`src/design/mdcr_map.svh`:
```
`ifndef MDCR_MAP_SVH
`define MDCR_MAP_SVH

`define MDCR_ADDR_W            12
`define MDCR_CTRL_OFFSET       12'h0EA
`define MDCR_CTRL_RESET        32'h00000000
`define MDCR_STORE_BIT         31
`define MDCR_LOAD_BIT          30
`define MDCR_FLT_CLR_BIT       29
`define MDCR_RETRY_CLR_BIT     28
`define MDCR_KEY_MSB           27
`define MDCR_KEY_LSB           20
`define MDCR_ANGLE_MSB         19
`define MDCR_ANGLE_LSB         11
`define MDCR_KEEPALIVE_BIT     10
// Arbitrary unlock value that permits a store
`define MDCR_NVM_KEY           8'hA5
`define MDCR_ANGLE_FULL_TURN   9'h168
`define MDCR_ANGLE_RESET       9'h000

`endif

```
`src/design/mdcr_pkg.sv`:
```
package mdcr_pkg;
   typedef enum logic [2:0] {
      MDCR_NVM_IDLE  = 3'h1,
      MDCR_NVM_STORE = 3'h2,
      MDCR_NVM_LOAD  = 3'h4
   } mdcr_nvm_state_t;

   typedef logic [8:0] mdcr_angle_t;
endpackage : mdcr_pkg

```
`src/design/mdcr_ctrl.sv`:
```
// Functional notes
// Setting bit 31 starts a store of the working configuration into nonvolatile memory.
// Setting bit 30 starts a reload of the default configuration from nonvolatile memory.
// Writing 1 to bit 29 clears all faults and writing 1 to bit 28 zeroes the retry count.
// Bits 27-20 are a write-only key, and a store runs only when the key matches.
// Bits 19-11 hold an angle that is applied modulo 360 during forced alignment.
// In serial-bus mode the host writes 1 to bit 10 within every keepalive period.
// The device clears the keepalive bit by itself after the host sets it.
// The register sits at offset EAh and all its fields reset to zero.
// The host leaves every unlisted offset untouched.
// With forced alignment enabled and an alignment start-up, the device stays aligned.
// Bits 9 to 0 read as zero and ignore writes.
`include "mdcr_map.svh"

module mdcr_ctrl
   import mdcr_pkg::*;
(
   input  wire logic                    ref_clk,          // System clock, 20 MHz
   input  wire logic                    resetn,           // Async reset, active low
   input  wire logic                    reg_wr_en,        // Register write strobe
   input  wire logic                    reg_rd_en,        // Register read strobe
   input  wire logic [`MDCR_ADDR_W-1:0] reg_addr,         // Register offset
   input  wire logic [31:0]             reg_wdata,        // Write data
   output logic [31:0]                  reg_rdata,        // Read data
   output logic                         reg_rvalid,       // Read data valid
   input  wire logic                    nvm_done,         // Memory operation finished
   output logic                         nvm_store_req,    // Start store, one cycle
   output logic                         nvm_load_req,     // Start reload, one cycle
   output logic                         nvm_store_denied, // Store refused by key
   output logic                         fault_clear_cmd,  // Clear faults, one cycle
   output logic                         retry_counter_clear_cmd, // Zero retry count
   output logic                         keepalive_seen,   // Host keepalive, one cycle
   output mdcr_angle_t                  forced_angle,     // Applied align angle
   input  wire logic                    force_align_en,   // Forced alignment enable
   input  wire logic                    startup_is_align, // Start-up uses alignment
   output logic                         align_hold        // Remain in alignment
);
   mdcr_nvm_state_t nvm_state_ff;
   mdcr_nvm_state_t nxt_nvm_state;
   mdcr_angle_t     angle_ff;
   mdcr_angle_t     nxt_angle;
   logic            keepalive_ff;
   logic            nxt_keepalive;
   logic            store_req_ff;
   logic            nxt_store_req;
   logic            load_req_ff;
   logic            nxt_load_req;
   logic            denied_ff;
   logic            nxt_denied;
   logic            flt_clr_ff;
   logic            nxt_flt_clr;
   logic            retry_clr_ff;
   logic            nxt_retry_clr;
   logic            align_hold_ff;
   logic            nxt_align_hold;
   logic [31:0]     rdata_ff;
   logic [31:0]     nxt_rdata;
   logic            rvalid_ff;
   logic            nxt_rvalid;
   logic            ctrl_wr;
   logic            key_ok;
   logic [31:0]     ctrl_view;

   assign ctrl_wr = reg_wr_en && (reg_addr == `MDCR_CTRL_OFFSET);
   assign key_ok  = (reg_wdata[`MDCR_KEY_MSB:`MDCR_KEY_LSB] == `MDCR_NVM_KEY);

   // Memory command sequencer; new commands are ignored while one is running
   always_comb begin
      nxt_nvm_state = nvm_state_ff;
      nxt_store_req = 1'b0;
      nxt_load_req  = 1'b0;
      nxt_denied    = 1'b0;
      unique case (nvm_state_ff)
         MDCR_NVM_IDLE: begin
            if (ctrl_wr && reg_wdata[`MDCR_STORE_BIT]) begin
               if (key_ok) begin
                  nxt_nvm_state = MDCR_NVM_STORE;
                  nxt_store_req = 1'b1;
               end else begin
                  nxt_denied = 1'b1;
               end
            end else if (ctrl_wr && reg_wdata[`MDCR_LOAD_BIT]) begin
               nxt_nvm_state = MDCR_NVM_LOAD;
               nxt_load_req  = 1'b1;
            end
         end
         MDCR_NVM_STORE,
         MDCR_NVM_LOAD: begin
            if (nvm_done) begin
               nxt_nvm_state = MDCR_NVM_IDLE;
            end
         end
         default: begin
            nxt_nvm_state = MDCR_NVM_IDLE;
         end
      endcase
   end

   always_comb begin
      nxt_flt_clr   = ctrl_wr && reg_wdata[`MDCR_FLT_CLR_BIT];
      nxt_retry_clr = ctrl_wr && reg_wdata[`MDCR_RETRY_CLR_BIT];
      nxt_angle     = angle_ff;
      if (ctrl_wr) begin
         nxt_angle = reg_wdata[`MDCR_ANGLE_MSB:`MDCR_ANGLE_LSB];
      end
      // A new host write wins over the self-clear
      nxt_keepalive  = ctrl_wr && reg_wdata[`MDCR_KEEPALIVE_BIT];
      nxt_align_hold = force_align_en && startup_is_align;
   end

   // Write-only fields and reserved bits read as zero
   always_comb begin
      ctrl_view                      = `MDCR_CTRL_RESET;
      ctrl_view[`MDCR_STORE_BIT]     = (nvm_state_ff == MDCR_NVM_STORE);
      ctrl_view[`MDCR_LOAD_BIT]      = (nvm_state_ff == MDCR_NVM_LOAD);
      ctrl_view[`MDCR_KEEPALIVE_BIT] = keepalive_ff;
      nxt_rvalid = reg_rd_en;
      nxt_rdata  = rdata_ff;
      if (reg_rd_en) begin
         nxt_rdata = (reg_addr == `MDCR_CTRL_OFFSET) ? ctrl_view : `MDCR_CTRL_RESET;
      end
   end

   always_ff @(posedge ref_clk or negedge resetn) begin
      if (!resetn) begin
         nvm_state_ff  <= MDCR_NVM_IDLE;
         angle_ff      <= `MDCR_ANGLE_RESET;
         keepalive_ff  <= 1'b0;
         store_req_ff  <= 1'b0;
         load_req_ff   <= 1'b0;
         denied_ff     <= 1'b0;
         flt_clr_ff    <= 1'b0;
         retry_clr_ff  <= 1'b0;
         align_hold_ff <= 1'b0;
         rdata_ff      <= `MDCR_CTRL_RESET;
         rvalid_ff     <= 1'b0;
      end else begin
         nvm_state_ff  <= nxt_nvm_state;
         angle_ff      <= nxt_angle;
         keepalive_ff  <= nxt_keepalive;
         store_req_ff  <= nxt_store_req;
         load_req_ff   <= nxt_load_req;
         denied_ff     <= nxt_denied;
         flt_clr_ff    <= nxt_flt_clr;
         retry_clr_ff  <= nxt_retry_clr;
         align_hold_ff <= nxt_align_hold;
         rdata_ff      <= nxt_rdata;
         rvalid_ff     <= nxt_rvalid;
      end
   end

   mdcr_angle_mod u_angle_mod (
      .ref_clk   (ref_clk),
      .resetn    (resetn),
      .angle_raw (angle_ff),
      .angle_mod (forced_angle)
   );

   assign reg_rdata               = rdata_ff;
   assign reg_rvalid              = rvalid_ff;
   assign nvm_store_req           = store_req_ff;
   assign nvm_load_req            = load_req_ff;
   assign nvm_store_denied        = denied_ff;
   assign fault_clear_cmd         = flt_clr_ff;
   assign retry_counter_clear_cmd = retry_clr_ff;
   assign keepalive_seen          = keepalive_ff;
   assign align_hold              = align_hold_ff;
endmodule : mdcr_ctrl

```
`src/design/mdcr_angle_mod.sv`:
```
`include "mdcr_map.svh"

module mdcr_angle_mod
   import mdcr_pkg::*;
(
   input  wire logic        ref_clk,    // System clock
   input  wire logic        resetn,     // Async reset, active low
   input  wire mdcr_angle_t angle_raw,  // Stored nine-bit angle
   output mdcr_angle_t      angle_mod   // Angle reduced below a full turn
);
   mdcr_angle_t angle_mod_ff;
   mdcr_angle_t nxt_angle_mod;

   // A nine-bit value is below two full turns, so one subtraction is enough
   always_comb begin
      if (angle_raw >= `MDCR_ANGLE_FULL_TURN) begin
         nxt_angle_mod = angle_raw - `MDCR_ANGLE_FULL_TURN;
      end else begin
         nxt_angle_mod = angle_raw;
      end
   end

   always_ff @(posedge ref_clk or negedge resetn) begin
      if (!resetn) begin
         angle_mod_ff <= `MDCR_ANGLE_RESET;
      end else begin
         angle_mod_ff <= nxt_angle_mod;
      end
   end

   assign angle_mod = angle_mod_ff;
endmodule : mdcr_angle_mod

```
`config.mk`:
```
export PLATFORM = sky130hd
export DESIGN_NAME = mdcr_ctrl
export DESIGN_NICKNAME = d
export VERILOG_FILES = /design/src/design/mdcr_pkg.sv /design/src/design/mdcr_ctrl.sv /design/src/design/mdcr_angle_mod.sv
export VERILOG_INCLUDE_DIRS = /design/src /design/src/design
export SDC_FILE = /design/constraint.sdc
export NUM_CORES = 1
export LEC_CHECK = 0
export ABC_AREA = 1
export ABC_CLOCK_PERIOD_IN_PS = 2200
export BUFFER_PORTS_ARGS = -buffer_cell sky130_fd_sc_hd__buf_2
export CAP_MARGIN = 20
export CORE_MARGIN = 5
export CORE_UTILIZATION = 47
export DETAILED_ROUTE_END_ITERATION = 16
export PLACE_DENSITY = 0.83
export SETUP_SLACK_MARGIN = 0.4
export SYNTH_ARGS = -nofsm -noshare
export SYNTH_HDL_FRONTEND = slang
export SYNTH_SLANG_ARGS = --single-unit
export TNS_END_PERCENT = 10
```
`constraint.sdc`:
```
create_clock -name ref_clk -period 2.2 [get_ports ref_clk]
set_input_delay 0.22 -clock ref_clk [delete_from_list [all_inputs] [get_ports ref_clk]]
set_output_delay 0.22 -clock ref_clk [all_outputs]
set_load 0.01 [all_outputs]
```
### Word level (Yosys, flattened, before mapping)

Cells that the tools add are included.

| storage, ports and cells | value |
|---|---|
| bits in registers | 61 |
| input bits | 51 |
| output and inout bits | 49 |

| cells by class | value |
|---|---|
| mux-type cells | 16 |
| reduce and logical (&&, ||, !) cells | 9 |
| $lt $le $gt $ge | 1 |
| add/subtract/negate cells | 1 |
| equality and inequality tests | 8 |

Operators by type and width:

| cell | count |
|---|---|
| two-way mux 32 bit | 1 |
| equality test 12 x 8 -> 1 bit, second input constant | 1 |
| two-way mux 3 bit | 4 |
| greater-or-equal comparator 9 bit, second input constant | 1 |
| two-way mux 1 bit | 9 |
| two-way mux 9 bit | 1 |
| subtractor 9 bit, second input constant | 1 |
| equality test 8 bit, second input constant | 1 |
| logical AND 1 bit | 7 |
| inequality test 3 bit, second input constant | 2 |
| one-hot mux 3 bit (2 select lines) | 1 |
| equality test 3 x 1 -> 1 bit, second input constant | 1 |
| equality test 3 x 2 -> 1 bit, second input constant | 1 |
| equality test 3 bit, second input constant | 1 |
| AND reduction 3 bit | 1 |
| inequality test 2 bit, second input constant | 1 |
| OR reduction 2 bit | 1 |

### Logic depth before layout (Yosys ltp)

Gate-level depths: netlist of the first run.

| logic depth | value |
|---|---|
| word-level depth | 6 |
| mapped depth | 10 |

### Hierarchy

A second synthesis of the first run with hierarchy kept.

| second synthesis, totals | value |
|---|---|
| cells, all modules | 235 |
| area, all modules | 1808.0 um^2 |

By module, submodules not included:

| module | cells an instance | area each (um^2) | instances | seq. area each (um^2) |
|---|---|---|---|---|
| mdcr_ctrl | 170 | 1318.8 | 1 | 576.8 |
| mdcr_angle_mod | 65 | 489.2 | 1 | 225.2 |

### Worst setup path before layout of the first run

Ideal clock, no wire load.

| path | value |
|---|---|
| path type | register -> register |
| start point | reg angle_ff[3] |
| end point | reg u_angle_mod.angle_mod_ff[6], in the netlist u_angle_mod.angle_mod[6] |
| path slack | 0.866 ns |
| arrival | 1.217 ns |
| cell stages (with the launch flop) | 9 |
| period minus slack after synthesis | 1.334 ns |
| required time | 2.083 ns |
| cells stage by stage | dfrtp_1 > inv_1 > ha_1 > nor2_1 > nor2_1 > a21oi_4 > nand2_1 > nand2_1 > nand2_1 |

| on the way | value |
|---|---|
| cells in the longest elaborated chain, start to end | 2 |
| elaborated cells between the ends (all ways) | 3 |
| classes of those cells | 1 x add/sub; 1 x order compare; 1 x mux |

Ends and longest elaborated chain:

| element | RTL line | text |
|---|---|---|
| from (decl) | mdcr_ctrl.sv:40 | `mdcr_angle_t angle_ff;` |
| from (signal assigned) | mdcr_ctrl.sv:127 | `` angle_ff <= `MDCR_ANGLE_RESET; `` |
| from (signal assigned) | mdcr_ctrl.sv:139 | `angle_ff <= nxt_angle;` |
| subtractor 9 bit (no line) or greater-or-equal comparator 9 bit (tied branches) | n/a |  |
| two-way mux 9 bit (*) | mdcr_angle_mod.sv:16 | `` if (angle_raw >= `MDCR_ANGLE_FULL_TURN) begin `` |
| via u_angle_mod.nxt_angle_mod[6] | mdcr_angle_mod.sv:12 | `mdcr_angle_t nxt_angle_mod;` |
| to (signal assigned) | mdcr_angle_mod.sv:25 | `` angle_mod_ff <= `MDCR_ANGLE_RESET; `` |
| to (signal assigned) | mdcr_angle_mod.sv:27 | `angle_mod_ff <= nxt_angle_mod;` |
| to (decl) | mdcr_angle_mod.sv:11 | `mdcr_angle_t angle_mod_ff;` |

Mark *: on every way through the listed nets, which the timed path passes. The rest lies on a longest branch.
A chain may end at the register's enable or synchronous reset.

### Worst setup path in the final report of the first run

| path | value |
|---|---|
| start point | reg angle_ff[3] |
| end point | reg u_angle_mod.angle_mod_ff[4], in the netlist u_angle_mod.angle_mod[4] |

The elaborated chain is that of the path after synthesis.

==> out/metrics.cfg, run 1 <==
[run_status]
run_status = finished clean

[synthesis]
post_synth_num_cell_types = 29
synth_top_cells_by_count = nand2_1, inv_1, dfrtp_1
synth-async-reset-ratio_pct = 100.0
synth_enable_flop_cells = 0
synth.top_cells.by_area = dfrtp_1, buf_4, nand2_1
synth.avg_cell_area_sq_um = 8.463
synth_most_common_cell = nand2_1
ys_ff_latch = 32
post-synth-top-area-cell = dfrtp_1
seq_area_frac_synth_pct = 46.69
yosys_warnings = 0
synth_top_flop_cell = dfrtp_1
synth_top_cell_area_share_pct = 45.16
post_synthesis_cell_area_sq_um = 1718
postSynthCellCount = 203

[cts]
cts_resized = 0
numClockSinks = 32
clk_pin_slew_worst_paths_ps = 60
h-tree-depth = 2
ctsRootBufferMaster = clkbuf_8
source_to_sink_clock_delay_at_the_later_pin_of_the_worst_skew_pair_ps = 270
cts_inserted_buffers = 5
cts_buffer_depth = 2
cts_tree = built

[critical_path]
ff2ff_setup_slack_ps = 680
slowest_delay_ps = 400
ff2ff_path_depth = 7
critical_path_required_ps = 2390
critical_path.cell_chain = inv_1 > ha_1 > nor2_1 > nor2_1 > a21oi_4 > nor2_1 > a21oi_1
startpoint_type = flip-flop
worst_path_fanout_max = 8
path_common_cell = nor2_1
crit-reg2reg-launch = angle_ff[3]
worst_path_buffer_plus_inverter_count = 1
timing.critical_path.arrival_ps = 1720
slowest_stage_cell_crit_path = dfrtp_1
classification_of_the_worst_setup_path = reg -> reg
critical_path.reg2reg.endpoint = u_angle_mod.angle_mod[4]
worstSetupEndpointType = flip-flop
cp_top_family = flip-flops

[layout]
flow.area_growth_from_synthesis_pct = 19.15
finish.net_count = 321
finalCoreUtilization_pct = 56.77
drive_gt1_share_pct = 28.89
fillers = 348
finish.cell_count_without_fillers = 318
n_diodes = 0

[global_route]
global_route.overflow_total = 0
grt_max_degree = 33
grt_antenna_before_repair = 0
first_global_vias = 1258
gr-usage-all-layers_pct = 12.90
grt_pass1_wl_um = 5078

[placement]
portBuffers = 60
dp_hpwl_um = 2606
place.gp.congestion = 0.8150
dp.cells = 309

[floorplanning]
initial_standard_cell_utilization_of_the_core_pct = 47.64
core-area_sq_um = 3606
die_width_um = 70.46
die_height_um = 70.46
pin_count = 100
fp.dieArea_sq_um = 4964
rows = 22

[drt]
drt_first_pass_iters = 4
detail_route.wirelength_um = 3142
dr.first_iter.drc_count = 56
route.antenna.remaining_nets = 0
drt_drc_violations_left = 0
via_count = 1363
routedWlPerCell_um = 9.881
post_drt_via_cell_ratio = 4.286

[sta]
unrepaired_setup_endpoints_after_global_routing = false
tightest_slew_ps = 665.6
worst_hold_slack_ps = 129.2
timing.final.max_slew_violations = 0
layout_min_cycle_time_ps = 1521
hold_violations = 0
clock_skew_ps = 4.477
maxSlewHeadroom_pct = 55.62
min_period_over_period_pct = 69.13
fmax_ghz = 0.6575
total_neg_setup_slack_ps = 0
report.final.setup_viol = 0

[worst_hold_path]
holdCritPathClass = in -> reg
destination_of_the_worst_hold_path = align_hold
hold_start = startup_is_align
whs_path_depth = 3

[power]
cellLeakagePower_nw = 1.182
irDropWorstVdd_v = 0.0002457
powerDensity_nw_per_um2 = 553.7
finalPower_w = 0.001133

[flow_run]
number_of_maximum_capacitance_constraint_violations = 0

==> logic make-up (layout without fill, tap and decap cells) <==
kind of cell	after synthesis	after routing	synth area share (%)
simple gates	80	80	22.94
buf+inv	68	107	21.70
flops	32	32	46.69
compound gates	19	19	6.701
xor+xnor	2	2	1.020
fa+ha+maj	1	1	0.7282
other cells	1	29	0.2183
==> worst min-delay path, cell delays in order <==
cell,delay [ps]
buf_2,70
nand2_1,40
inv_1,40
==> worst max path at each step <==
| stage | start | to | slack, ps | depth (start not counted) |
|---|---|---|---|---|
| finish | angle_ff[3] | u_angle_mod.angle_mod[4] | 680 | 7 |
| global route | angle_ff[3] | u_angle_mod.angle_mod[6] | 520 | 8 |
| floorplan | angle_ff[3] | u_angle_mod.angle_mod[6] | 870 | 8 |
| global placement | reg_addr[0] | angle_ff[3] | 680 | 9 |
| detailed placement | reg_addr[0] | angle_ff[5] | 640 | 9 |
| CTS | angle_ff[3] | u_angle_mod.angle_mod[4] | 710 | 7 |
==> repair_timing <==
item | CTS | global route
endpoints found under the hold margin | 31 | 0
hold buffers | 1 | 0
setup buffers | 0 | 0
endpoints found under the setup margin | 0 | 0
==> sequential cells by signal, indices dropped and copies added, names as in the netlist <==
register / flops
align_hold: 1
angle_ff: 9
fault_clear_cmd: 1
keepalive_seen: 1
nvm_load_req: 1
nvm_state_ff: 3
nvm_store_denied: 1
nvm_store_req: 1
reg_rdata: 3
reg_rvalid: 1
retry_counter_clear_cmd: 1
u_angle_mod.angle_mod: 9
==> area by class of cell <==
cell class	instances	area [sq um]	share of cell area, %
Clock buffer	8	80.08	3.912
Tap cell	48	60.06	2.934
Inverter	37	138.9	6.785
Multi-Input combinational cell	131	648.1	31.66
Timing Repair Buffer	62	317.8	15.53
Sequential cell	32	802.0	39.18
==> layout by cell type (no fill, tap or decap) <==
cell type      netlist  routed
buf_4               29       1
nor2_2               2       2
inv_1               34      34
o21bai_1             1       1
inv_2                3       3
buf_2                1      60
clkbuf_1             0       3
o21ai_1              9       9
nand3b_1             1       1
ha_1                 1       1
dfstp_2              1       1
xnor2_1              1       1
nand4_1              6       6
nor3_4               1       1
nor4_4               1       1
xor2_1               1       1
dfrtp_1             31      31
o211ai_1             1       1
nand3_1              4       4
nor2_1              19      19
a21oi_4              1       1
o22ai_1              3       3
o21ai_0              2       2
dlygate4sd3_1        0       1
nand4_4              1       1
clkbuf_8             0       5
conb_1               1      29
nor3_1               4       4
a21oi_1              2       2
nand3_2              2       2
nand2_1             39      39
==> power breakdown <==
part / internal [W] / switching, W
sequential: 0.000598 / 0.00000281
combinational: 0.0000438 / 0.0000795
clock: 0.000224 / 0.000186
total: 0.000865 / 0.000268
==> metrics by stage <==
stage	area [sq um]	worst slack, ps
4_1_cts	2047	710.2
3_3_place_gp	1957	676.7
3_5_place_dp	1957	641.7
2_1_floorplan	1823	866.3
5_1_grt	2047	519.4
6_report	2047	679.2
==> layer usage <==
metal	global-route usage [%]	vias up	wire, um
li1	-	701	-
met1	14.64	601	1235
met2	22.25	56	1544
met3	2.878	5	294
met4	7.021	0	68
met5	0	-	0
(Power assumes the default switching activity.)
==> inputs of run 2 (changes only) <==
--- a/config.mk
+++ b/config.mk
@@ -7,13 +7,13 @@
 export NUM_CORES = 1
 export LEC_CHECK = 0
 export ABC_AREA = 1
-export ABC_CLOCK_PERIOD_IN_PS = 2200
+export ABC_CLOCK_PERIOD_IN_PS = 1200
 export BUFFER_PORTS_ARGS = -buffer_cell sky130_fd_sc_hd__buf_2
 export CAP_MARGIN = 20
 export CORE_MARGIN = 5
-export CORE_UTILIZATION = 47
+export CORE_UTILIZATION = 39
 export DETAILED_ROUTE_END_ITERATION = 16
-export PLACE_DENSITY = 0.83
+export PLACE_DENSITY = 0.74
 export SETUP_SLACK_MARGIN = 0.4
 export SYNTH_ARGS = -nofsm -noshare
 export SYNTH_HDL_FRONTEND = slang
==> constraint.sdc (replaced) <==
create_clock -name ref_clk -period 1.2 [get_ports ref_clk]
set_input_delay 0.12 -clock ref_clk [delete_from_list [all_inputs] [get_ports ref_clk]]
set_output_delay 0.12 -clock ref_clk [all_outputs]
set_load 0.01 [all_outputs]
==> run 2 against run 1 <==
Net effect: the flow now finishes with violations (negative setup slack); fmax is 15% higher; sequential power up 83%; via count increased by 8.7%; flip-flop and latch count unchanged; critical path depth rose by 1; die area rose by 17%; non-clock buffer count rose by 22; clock power rose by 83%; critical path type unchanged.
==> out/metrics.cfg, run 2 (same netlist as run 1, synthesis figures left out) <==
[run_status]
run_status = finished, violations left
violations = negative setup slack

[floorplanning]
pin_count = 100
core-area_sq_um = 4324
fp.dieArea_sq_um = 5832
rows = 24
die_height_um = 76.37
initial_standard_cell_utilization_of_the_core_pct = 39.73
die_width_um = 76.37

[sta]
layout_min_cycle_time_ps = 1325
clock_skew_ps = 4.284
worst_hold_slack_ps = 32.51
total_neg_setup_slack_ps = -636.0
report.final.setup_viol = 8
unrepaired_setup_endpoints_after_global_routing = true
setup_ws_ps = -125.3
hold_violations = 0
min_period_over_period_pct = 110.4
timing.final.max_slew_violations = 0
fmax_ghz = 0.7546

[critical_path]
worst_path_fanout_max = 8
worst_path_buffer_plus_inverter_count = 1
slowest_delay_ps = 350
critical_path_required_ps = 1370
path_common_cell = nand2_1
cp_top_family = simple AND/OR/NAND/NOR gates
startpoint_type = flip-flop
critical_path.cell_chain = buf_4 > nand4_1 > nor2_1 > nor2_2 > a21oi_4 > nand2_1 > nand2_1 > nand2_1
timing.critical_path.arrival_ps = 1490
slowest_stage_cell_crit_path = dfrtp_1
worstSetupEndpointType = flip-flop
classification_of_the_worst_setup_path = reg -> reg

[drt]
detail_route.wirelength_um = 3496
drt_drc_violations_left = 0
route.antenna.remaining_nets = 0
post_drt_via_cell_ratio = 4.308
routedWlPerCell_um = 10.16
via_count = 1482
dr.first_iter.drc_count = 52
drt_first_pass_iters = 4

[layout]
n_diodes = 0
flow.area_growth_from_synthesis_pct = 36.42
mostFrequentLayoutCells = buf_2, nand2_1, dfrtp_1
finalCoreUtilization_pct = 54.20
drive_gt1_share_pct = 43.84
finish.net_count = 343
leading_cell_type_in_the_layout_fill_and_taps_excluded = buf_2

[placement]
dp_hpwl_um = 2816
place.gp.congestion = 0.7790
portBuffers = 60

[worst_hold_path]
holdCritPathClass = in -> reg

[global_route]
grt_pass1_wl_um = 5989
global_route.overflow_total = 0
grt_max_degree = 17
gr-usage-all-layers_pct = 12.08
grt_antenna_before_repair = 0
first_global_vias = 1475

[flow_run]
number_of_maximum_capacitance_constraint_violations = 0

[cts]
source_to_sink_clock_delay_at_the_later_pin_of_the_worst_skew_pair_ps = 270
cts_buffer_depth = 2
ctsRootBufferMaster = clkbuf_8
h-tree-depth = 2
cts_inserted_buffers = 5
numClockSinks = 32
cts_tree = built
clk_pin_slew_worst_paths_ps = 60

[power]
power_switching_share_pct = 24.19
power.combinational.fraction_pct = 12.8
clkPwrFrac_pct = 35.3
irDropWorstVdd_v = 0.0005042
powerDensity_nw_per_um2 = 907.1
power.share.sequential_pct = 51.8
finalPower_w = 0.002126
p_int_w = 0.001612
netSwitchingPower_w = 0.0005143
cellLeakagePower_nw = 1.290

-- run 2: changes by cell type in the layout (fill, tap and decap cells not counted), moves of 3 or more --
cell     previous run  this run
nor2_2              2         5
buf_2              60        54
nor2_4              0         3
buf_6               0         7
nand2_2             0         6
inv_1              34        25
nor2_1             19        13
nand2_1            39        33
inv_2               3        12
buf_4               1        21
-- run 2: path summary, 6_finish.rpt --
check / depth (start not counted) / start / end / slack [ps]
max in group asynchronous: 3 / resetn / retry_counter_clear_cmd / 560
worst min register to register: 0 / angle_ff[2] / u_angle_mod.angle_mod[2] / 380
worst min-delay path: 1 / reg_rd_en / reg_rvalid / 30
worst max register to register: 8 / angle_ff[3] / u_angle_mod.angle_mod[6] / -130
min in group asynchronous: 2 / resetn / u_angle_mod.angle_mod[1] / 260
worst max-delay path: 8 / angle_ff[3] / u_angle_mod.angle_mod[6] / -130
-- run 2: power by group through the flow --
stage	clock, W	sequential (W)	combinational [W]
2_1_floorplan	0	0.00112	0.000180
3_3_place_gp	0	0.00112	0.000241
6_report	0.000751	0.00110	0.000273
3_5_place_dp	0	0.00112	0.000247
5_1_grt	0.000816	0.00110	0.000307
4_1_cts	0.000770	0.00110	0.000268
-- run 2: through the flow --
step                cell area (sq um)  setup slack, ps  std cells
floorplan                        1831           -86.60        231
global placement                 2112           -77.98        332
detailed placement               2112           -118.5        332
CTS                              2277           -103.3        341
global route                     2344           -194.5        344
finish                           2344           -125.3        344
-- run 2: area by class of cell --
class                           count  area, sq um
Fill cell                         397         1981
Sequential cell                    32        802.0
Multi-Input combinational cell    131        732.0
Timing Repair Buffer               84        524.3
Inverter                           37        138.9
Clock buffer                        7        76.32
Tap cell                           52        65.06
Clock inverter                      1        5.005
-- run 2: routing by layer --
| metal | global-route usage [%] | up-vias | part of all wire (%) |
|---|---|---|---|
| met5 | 0 | - | 0 |
| met4 | 4.196 | 0 | 1.4 |
| met3 | 3.191 | 4 | 9.9 |
| met2 | 22.26 | 61 | 52 |
| met1 | 13.17 | 672 | 37 |
| li1 | - | 745 | - |
-- run 2: repair_timing --
item	CTS	global route
endpoints found under the hold margin	13	0
pin swaps	16	5
gates resized for setup	21	15
endpoints found under the setup margin	43	64
setup buffers	0	3
hold buffers	1	0
